$ cat config.mk
export PLATFORM = sky130hd
export DESIGN_NAME = irap_top
export DESIGN_NICKNAME = d
export VERILOG_FILES = /design/src/core/irap_pkg.sv /design/src/core/irap_top.sv
export SDC_FILE = /design/constraint.sdc
export NUM_CORES = 1
export LEC_CHECK = 0
export BUFFER_PORTS_ARGS = -buffer_cell sky130_fd_sc_hd__buf_4
export CAP_MARGIN = 20
export CORE_UTILIZATION = 35
export DETAILED_ROUTE_END_ITERATION = 16
export GPL_TIMING_DRIVEN = 0
export SKIP_CTS_REPAIR_TIMING = 1
export SYNTH_ARGS = -nofsm -noshare
export SYNTH_HDL_FRONTEND = slang
export SYNTH_SLANG_ARGS = --single-unit
$ cat constraint.sdc
create_clock -name i_clock -period 7.4 [get_ports i_clock]
set_input_delay 1.48 -clock i_clock [delete_from_list [all_inputs] [get_ports i_clock]]
set_output_delay 1.48 -clock i_clock [all_outputs]
set_load 0.005 [all_outputs]
$ cat src/core/irap_pkg.sv
// shared constants, types and helpers for the two-wire register access port
package irap_pkg;
  localparam int          PTR_W      = 6;
  localparam int          BYTE_W     = 8;
  localparam int          FIFO_DEPTH = 16;
  localparam logic [6:0]  SLV_ADDR   = 7'h51;
  localparam logic [5:0]  PTR_MAX    = 6'h2f;
  localparam logic [5:0]  PTR_MIN    = 6'h00;
  localparam logic [5:0]  PTR_RST    = 6'h00;
  localparam logic [3:0]  BITS_BYTE  = 4'h8;
  localparam logic [3:0]  BIT_LAST   = 4'h7;

  typedef enum logic [3:0] {
    S_IDLE, S_ADDR, S_PTR, S_WDAT, S_ACK, S_RLOAD, S_RDAT, S_RACK, S_IGN
  } irap_state_t;

  typedef struct packed {
    logic [PTR_W-1:0]  addr;
    logic [BYTE_W-1:0] data;
  } irap_wr_t;

  function automatic logic [PTR_W-1:0] ptr_inc(input logic [PTR_W-1:0] p);
    ptr_inc = (p == PTR_MAX) ? PTR_MIN : p + 6'h01;
  endfunction
endpackage

$ cat src/core/irap_top.sv
// two-wire slave front end with write fifo toward the register space
// Functional notes
// - write address then one pointer byte, 00h-2Fh
// - out-of-range pointer: ack all, change nothing
// - any number of write bytes accepted
// - store byte at pointer, increment, wrap 2Fh
// - read starts at current pointer
// - first read byte driven right after address
// - pointer increments per read byte, wraps
// - answer only to address 1010 001
// - acknowledge every received byte in write
// - port silent while on battery supply
`timescale 1ns/1ps

module irap_fifo #(
  parameter int W = 14,
  parameter int D = 16
) (
  // clock and reset
  input  wire logic         i_clock,
  input  wire logic         i_rst,
  // fill side
  input  wire logic         i_in_valid,
  output logic              o_in_ready,
  input  wire logic [W-1:0] i_in_data,
  // drain side
  output logic              o_out_valid,
  input  wire logic         i_out_ready,
  output logic [W-1:0]      o_out_data
);
  localparam int AW = $clog2(D);
  logic [W-1:0] mem [D];
  logic [AW:0]  wp_q, wp_d;
  logic [AW:0]  rp_q, rp_d;
  logic         full, empty;

  assign full        = (wp_q[AW] != rp_q[AW]) && (wp_q[AW-1:0] == rp_q[AW-1:0]);
  assign empty       = (wp_q == rp_q);
  assign o_in_ready  = !full;
  assign o_out_valid = !empty;
  assign o_out_data  = mem[rp_q[AW-1:0]];

  always_comb begin
    wp_d = wp_q;
    rp_d = rp_q;
    if (i_in_valid && !full) wp_d = wp_q + 1'b1;
    if (i_out_ready && !empty) rp_d = rp_q + 1'b1;
  end

  always_ff @(posedge i_clock) begin
    if (i_rst) begin
      wp_q <= '0;
      rp_q <= '0;
    end else begin
      wp_q <= wp_d;
      rp_q <= rp_d;
    end
    if (i_in_valid && !full) mem[wp_q[AW-1:0]] <= i_in_data;
  end
endmodule

module irap_top
  import irap_pkg::*;
#(
  parameter int DEPTH = FIFO_DEPTH
) (
  // clock and reset
  input  wire logic              i_clock,
  input  wire logic              i_rst,
  // supply state
  input  wire logic              i_on_battery,
  // two-wire pins
  input  wire logic              i_scl,
  output logic                   o_scl_out,
  output logic                   o_scl_oe,
  input  wire logic              i_sda_in,
  output logic                   o_sda_out,
  output logic                   o_sda_oe,
  // register write stream
  output logic                   o_wr_valid,
  input  wire logic              i_wr_ready,
  output logic [PTR_W-1:0]       o_wr_addr,
  output logic [BYTE_W-1:0]      o_wr_data,
  // register read port
  output logic [PTR_W-1:0]       o_rd_addr,
  input  wire logic [BYTE_W-1:0] i_rd_data
);
  irap_state_t        state_q, state_d;
  irap_state_t        ret_q, ret_d;
  logic [3:0]         cnt_q, cnt_d;
  logic [7:0]         sh_q, sh_d;
  logic [PTR_W-1:0]   ptr_q, ptr_d;
  logic               disc_q, disc_d;
  logic               nack_q, nack_d;
  logic               sda_oe_q, sda_oe_d;
  logic               scl_oe_q, scl_oe_d;
  logic               scl_q, sda_q;
  logic               scl_rise, scl_fall;
  logic               start_c, stop_c;
  logic               push_valid, push_ready;
  irap_wr_t           push_data, pop_data;

  assign scl_rise  = i_scl && !scl_q;
  assign scl_fall  = !i_scl && scl_q;
  assign start_c   = scl_q && i_scl && sda_q && !i_sda_in;
  assign stop_c    = scl_q && i_scl && !sda_q && i_sda_in;
  assign push_data = '{addr: ptr_q, data: sh_q};
  assign o_rd_addr = ptr_q;
  assign o_sda_out = 1'b0;
  assign o_scl_out = 1'b0;
  assign o_sda_oe  = sda_oe_q;
  assign o_scl_oe  = scl_oe_q;
  assign o_wr_addr = pop_data.addr;
  assign o_wr_data = pop_data.data;

  // writes queue here; a full queue stretches the clock
  irap_fifo #(.W($bits(irap_wr_t)), .D(DEPTH)) u_fifo (
    .i_clock     (i_clock),
    .i_rst       (i_rst),
    .i_in_valid  (push_valid),
    .o_in_ready  (push_ready),
    .i_in_data   (push_data),
    .o_out_valid (o_wr_valid),
    .i_out_ready (i_wr_ready),
    .o_out_data  (pop_data)
  );

  always_comb begin
    state_d    = state_q;
    ret_d      = ret_q;
    cnt_d      = cnt_q;
    sh_d       = sh_q;
    ptr_d      = ptr_q;
    disc_d     = disc_q;
    nack_d     = nack_q;
    sda_oe_d   = sda_oe_q;
    scl_oe_d   = 1'b0;
    push_valid = 1'b0;
    if (i_on_battery) begin
      state_d  = S_IDLE;
      sda_oe_d = 1'b0;
    end else if (start_c) begin
      state_d  = S_ADDR;
      cnt_d    = 4'h0;
      disc_d   = 1'b0;
      sda_oe_d = 1'b0;
    end else if (stop_c) begin
      state_d  = S_IDLE;
      sda_oe_d = 1'b0;
    end else begin
      case (state_q)
        S_ADDR, S_PTR, S_WDAT: begin
          if (cnt_q != BITS_BYTE && scl_rise) begin
            sh_d  = {sh_q[6:0], i_sda_in};
            cnt_d = cnt_q + 4'h1;
          end else if (cnt_q == BITS_BYTE && !i_scl) begin
            if (state_q == S_ADDR) begin
              if (sh_q[7:1] == SLV_ADDR) begin
                sda_oe_d = 1'b1;
                state_d  = S_ACK;
                ret_d    = sh_q[0] ? S_RLOAD : S_PTR;
              end else begin
                state_d = S_IGN;
              end
            end else if (state_q == S_PTR) begin
              sda_oe_d = 1'b1;
              state_d  = S_ACK;
              ret_d    = S_WDAT;
              if (sh_q <= {2'b00, PTR_MAX}) begin
                ptr_d = sh_q[PTR_W-1:0];
              end else begin
                disc_d = 1'b1;
              end
            end else if (disc_q) begin
              sda_oe_d = 1'b1;
              state_d  = S_ACK;
            end else begin
              push_valid = 1'b1;
              if (push_ready) begin
                sda_oe_d = 1'b1;
                scl_oe_d = scl_oe_q; // hold scl low one more cycle so the ack settles first
                state_d  = S_ACK;
                ptr_d    = ptr_inc(ptr_q);
              end else begin
                scl_oe_d = 1'b1;
              end
            end
          end
        end
        S_ACK: begin
          if (scl_fall) begin
            sda_oe_d = 1'b0;
            state_d  = ret_q;
            cnt_d    = 4'h0;
          end
        end
        S_RLOAD: begin
          // pending writes must land before the read samples the space
          if (!o_wr_valid) begin
            sh_d     = i_rd_data;
            sda_oe_d = !i_rd_data[7];
            scl_oe_d = scl_oe_q; // first data bit settles before scl is let go
            state_d  = S_RDAT;
            cnt_d    = 4'h0;
          end else begin
            scl_oe_d = 1'b1;
          end
        end
        S_RDAT: begin
          if (scl_fall) begin
            if (cnt_q == BIT_LAST) begin
              sda_oe_d = 1'b0;
              state_d  = S_RACK;
              ptr_d    = ptr_inc(ptr_q);
            end else begin
              sh_d     = {sh_q[6:0], 1'b0};
              sda_oe_d = !sh_q[6];
              cnt_d    = cnt_q + 4'h1;
            end
          end
        end
        S_RACK: begin
          if (scl_rise) nack_d = i_sda_in;
          if (scl_fall) begin
            state_d = nack_q ? S_IGN : S_RLOAD;
          end
        end
        default: begin
          sda_oe_d = 1'b0;
        end
      endcase
    end
  end

  always_ff @(posedge i_clock) begin
    if (i_rst) begin
      state_q  <= S_IDLE;
      ret_q    <= S_IDLE;
      cnt_q    <= 4'h0;
      sh_q     <= 8'h00;
      ptr_q    <= PTR_RST;
      disc_q   <= 1'b0;
      nack_q   <= 1'b0;
      sda_oe_q <= 1'b0;
      scl_oe_q <= 1'b0;
      scl_q    <= 1'b1;
      sda_q    <= 1'b1;
    end else begin
      state_q  <= state_d;
      ret_q    <= ret_d;
      cnt_q    <= cnt_d;
      sh_q     <= sh_d;
      ptr_q    <= ptr_d;
      disc_q   <= disc_d;
      nack_q   <= nack_d;
      sda_oe_q <= sda_oe_d;
      scl_oe_q <= scl_oe_d;
      scl_q    <= i_scl;
      sda_q    <= i_sda_in;
    end
  end

  chk_ptr_range: assert property (@(posedge i_clock) disable iff (i_rst) ptr_q <= PTR_MAX)
    else $error("pointer left the 00h-2Fh range");
  chk_discard_nopush: assert property (@(posedge i_clock) disable iff (i_rst)
    disc_q |-> !push_valid) else $error("discarded transfer pushed a write");
  chk_write_ptr_step: assert property (@(posedge i_clock) disable iff (i_rst)
    push_valid && push_ready && !i_on_battery |=> ptr_q == ptr_inc($past(ptr_q)))
    else $error("write did not advance pointer by one");
  chk_read_first: assert property (@(posedge i_clock) disable iff (i_rst)
    state_q == S_RLOAD && !o_wr_valid && !i_on_battery && !start_c && !stop_c
    |=> state_q == S_RDAT && sh_q == $past(i_rd_data))
    else $error("first read byte not loaded");
  chk_read_ptr_step: assert property (@(posedge i_clock) disable iff (i_rst)
    state_q == S_RDAT && cnt_q == BIT_LAST && scl_fall && !i_on_battery && !start_c && !stop_c
    |=> ptr_q == ptr_inc($past(ptr_q)) && state_q == S_RACK)
    else $error("read did not advance pointer by one");
  chk_addr_match: assert property (@(posedge i_clock) disable iff (i_rst)
    state_q == S_ADDR && cnt_q == BITS_BYTE && !i_scl && sh_q[7:1] == SLV_ADDR
    && !i_on_battery && !start_c && !stop_c |=> state_q == S_ACK && o_sda_oe)
    else $error("own address not acknowledged");
  chk_ack_drive: assert property (@(posedge i_clock) disable iff (i_rst)
    state_q == S_ACK |-> o_sda_oe) else $error("acknowledge not driven low");
  chk_battery_quiet: assert property (@(posedge i_clock) disable iff (i_rst)
    i_on_battery |=> !o_sda_oe && !o_scl_oe && state_q == S_IDLE)
    else $error("port active on battery");
  chk_ptr_hold: assert property (@(posedge i_clock) disable iff (i_rst)
    state_q == S_IDLE |=> $stable(ptr_q)) else $error("pointer lost between transfers");
  chk_foreign_quiet: assert property (@(posedge i_clock) disable iff (i_rst)
    state_q == S_IGN && !start_c |=> !o_sda_oe && state_q inside {S_IGN, S_IDLE})
    else $error("ignored transfer drove the bus");
endmodule

==> flow_summary.yaml <==
global_route:
  grt_max_degree: 23
  grtUsageTotal_pct: 15.7
  antenna_found_initial: 0
  grt_first_pass_wirelength_mm: 38.8
  grt_overflow: 0
  grt_pass1_vias: 6308
critical_path:
  critPathMaxFanout: 10
  end_kind: "primary output"
  worstPathArrival_ns: 3.30
  start_kind: "register"
  cp.required_ns: 5.92
  timing.rr.start: "state_q[0]"
  critPathKind: "reg -> out"
place:
  dp.cells: 1117
  hpwl_mm: 17.2
  dp_slack_ns: 3.11
  io_buffers: 34
  gp_congestion: 0.882
floorplanning:
  dieArea_um2: 33100
  io_pins: 39
  initial_utilization_pct: 35.8
  row_count: 65
  core_area_um2: 31700
  die_h_um: 182
  die_w_um: 182
clock_tree:
  clkLatencyLatePin_ns: 0.56
  clockBufferDepth: 3
  clkSinkCount: 269
  clk_pin_slew_worst_paths_ns: 0.06
  cts_buffers: 27
  cts_tree: "built"
  cts.root.buffer_cell: "clkbuf_16"
  htree_levels: 1
timing:
  rsz0062_at_grt: "no"
  setup_viol: 0
  worst_pin_slew_ns: 0.945
  final_hold_viol_count: 0
  final.setup.tns_ns: 0
  fin_ws_ns: 2.62
  clock_skew_ns: 0.0128
  fin_crit_ns: 4.78
  post-route-period-util_pct: 64.6
  relSlewSlack_pct: 37.0
  fmax_mhz: 209
  final_max_slew_viol_count: 0
logic_synthesis:
  ys_async_sr_fraction_pct: 0
  synth_common_cells: "edfxtp_1 (224), mux4_2 (70), dfxtp_1 (45)"
  synth_edf_count: 224
  synth_most_common_cell: "edfxtp_1"
  ys_ff_latch: 269
  netlist_area_um2: 11300
  netlist_instances: 666
  synth_top_area_share_pct: 59.3
  synth.distinct_cells: 70
  ys_warn_count: 0
  synthFlopType: "edfxtp_1"
  synthTopCellsByArea: "edfxtp_1 (59%), mux4_2 (14%), dfxtp_1 (7.9%)"
  avgSynthCellArea_um2: 17.0
  synth_top_area_cell: "edfxtp_1"
  seq_area_frac_synth_pct: 67.3
power_and_ir_drop:
  p_leak_nw: 4.50
  seqPwrFrac_pct: 54.2
  ir_drop_v: 0.000168
  p_per_area_nw_per_um2: 226
  switchingPower_mw: 0.602
  pwr-share-comb_pct: 0.9
  clkPwrFrac_pct: 44.9
  swShare_pct: 20.2
  intPower_mw: 2.38
layout:
  drive_gt1_share_pct: 27.0
  final_cells: 1168
  area_growth_pct: 16.5
  nFillCells: 2834
  nNetsFinal: 767
  diodes: 0
detailed_routing:
  wire_per_inst_um: 21.9
  vias: 6260
  drt-vias-per-instance: 5.36
  ant_nets: 0
  wirelength_mm: 25.6
  drc: 0
  drt_iter0_markers: 557
  dr.pass1.iters: 5
run_status:
  outcome: "finished clean"
flow_run:
  drv_cap: 0
hold_path:
  hp-start: "ret_q[0]"
  hold_class: "reg -> reg"
[critical path, stage by stage (launching register included)]
cell	delay [ns]
dfxtp_1	0.33
clkbuf_1	0.65
buf_2	0.51
mux4_2	0.56
mux4_2	0.54
buf_4	0.16
[routing by layer]
metal,track usage (%),share of wire (%),vias to the layer above
li1,-,-,2855
met1,22.1,45,3202
met2,25.8,48,160
met3,2.05,4.5,43
met4,3.87,1.9,0
met5,0,0,-
[placed cells by master (no fill, tap or decap), types with 14 or more instances in the layout]
cell type  count
edfxtp_1     224
mux4_2        70
dfxtp_1       45
buf_4         37
nor2_1        27
clkbuf_16     27
clkbuf_1      23
nand2_1       19
a21oi_1       18
o21ai_0       18
nor2b_1       15
mux2i_1       14
[state kept, by name, summed over array words and instances (netlist names), named ones only]
register,flops
nack_q,1
cnt_q,4
sh_q,8
u_fifo.wp_q,5
o_rd_addr,6
u_fifo.rp_q,5
state_q,4
disc_q,1
o_scl_oe,1
o_sda_oe,1
ret_q,3
scl_q,1
sda_q,1
u_fifo.mem,224
[power groups by stage]
stage                     combinational (mW)  clock [mW]  sequential, mW
after global placement                0.0280           0            1.65
after global routing                  0.0305        1.42            1.62
after detailed placement              0.0276           0            1.65
final                                 0.0281        1.34            1.62
after CTS                             0.0277        1.37            1.62
after floorplan                       0.0154           0            1.65
[stage by stage]
step	total power, mW	area (um^2)	hold slack, ns	utilization, %
after floorplan	1.67	11300	0.434	-
after global placement	1.68	12100	0.451	38.2
after detailed placement	1.68	12300	0.461	38.9
after CTS	3.01	13200	0.481	41.6
after global routing	3.06	13200	0.499	41.6
final	2.98	13200	0.472	41.6
[final timing paths]
check                           slack (ns)  depth (start not counted)          endpoint
worst min-delay path                  0.47                          2          ret_q[0]
worst max-delay path                  2.62                          5      o_wr_data[1]
worst min register to register        0.47                          2          ret_q[0]
worst max register to register        4.31                          7  u_fifo.mem[3][9]
[area by class of cell]
class,instances,area [um^2],share of cell area (%)
multi-input combinational,348,3530,26.7
sequential,269,7630,57.7
tap,402,503,3.81
clock inverter,19,168,1.27
timing repair buffer,49,447,3.38
clock buffer,31,701,5.31
inverter,10,37.5,0.284
buffer,40,193,1.46
[cell families (layout without fill, tap and decap cells)]
group | Yosys count | count (layout) | synth area share [%]
XOR/XNOR | 15 | 15 | 1.32
AND/OR/NAND/NOR | 146 | 146 | 7.44
AO/OA/AOI/OAI | 92 | 92 | 5.80
adder cells (fa/ha/maj) | 8 | 8 | 0.883
other | 1 | 2 | 0.0331
buffers and inverters | 50 | 149 | 2.03
flip-flops | 269 | 269 | 67.3
multiplexers | 85 | 85 | 15.2
No activity file was read; power rests on OpenSTA's default activity.
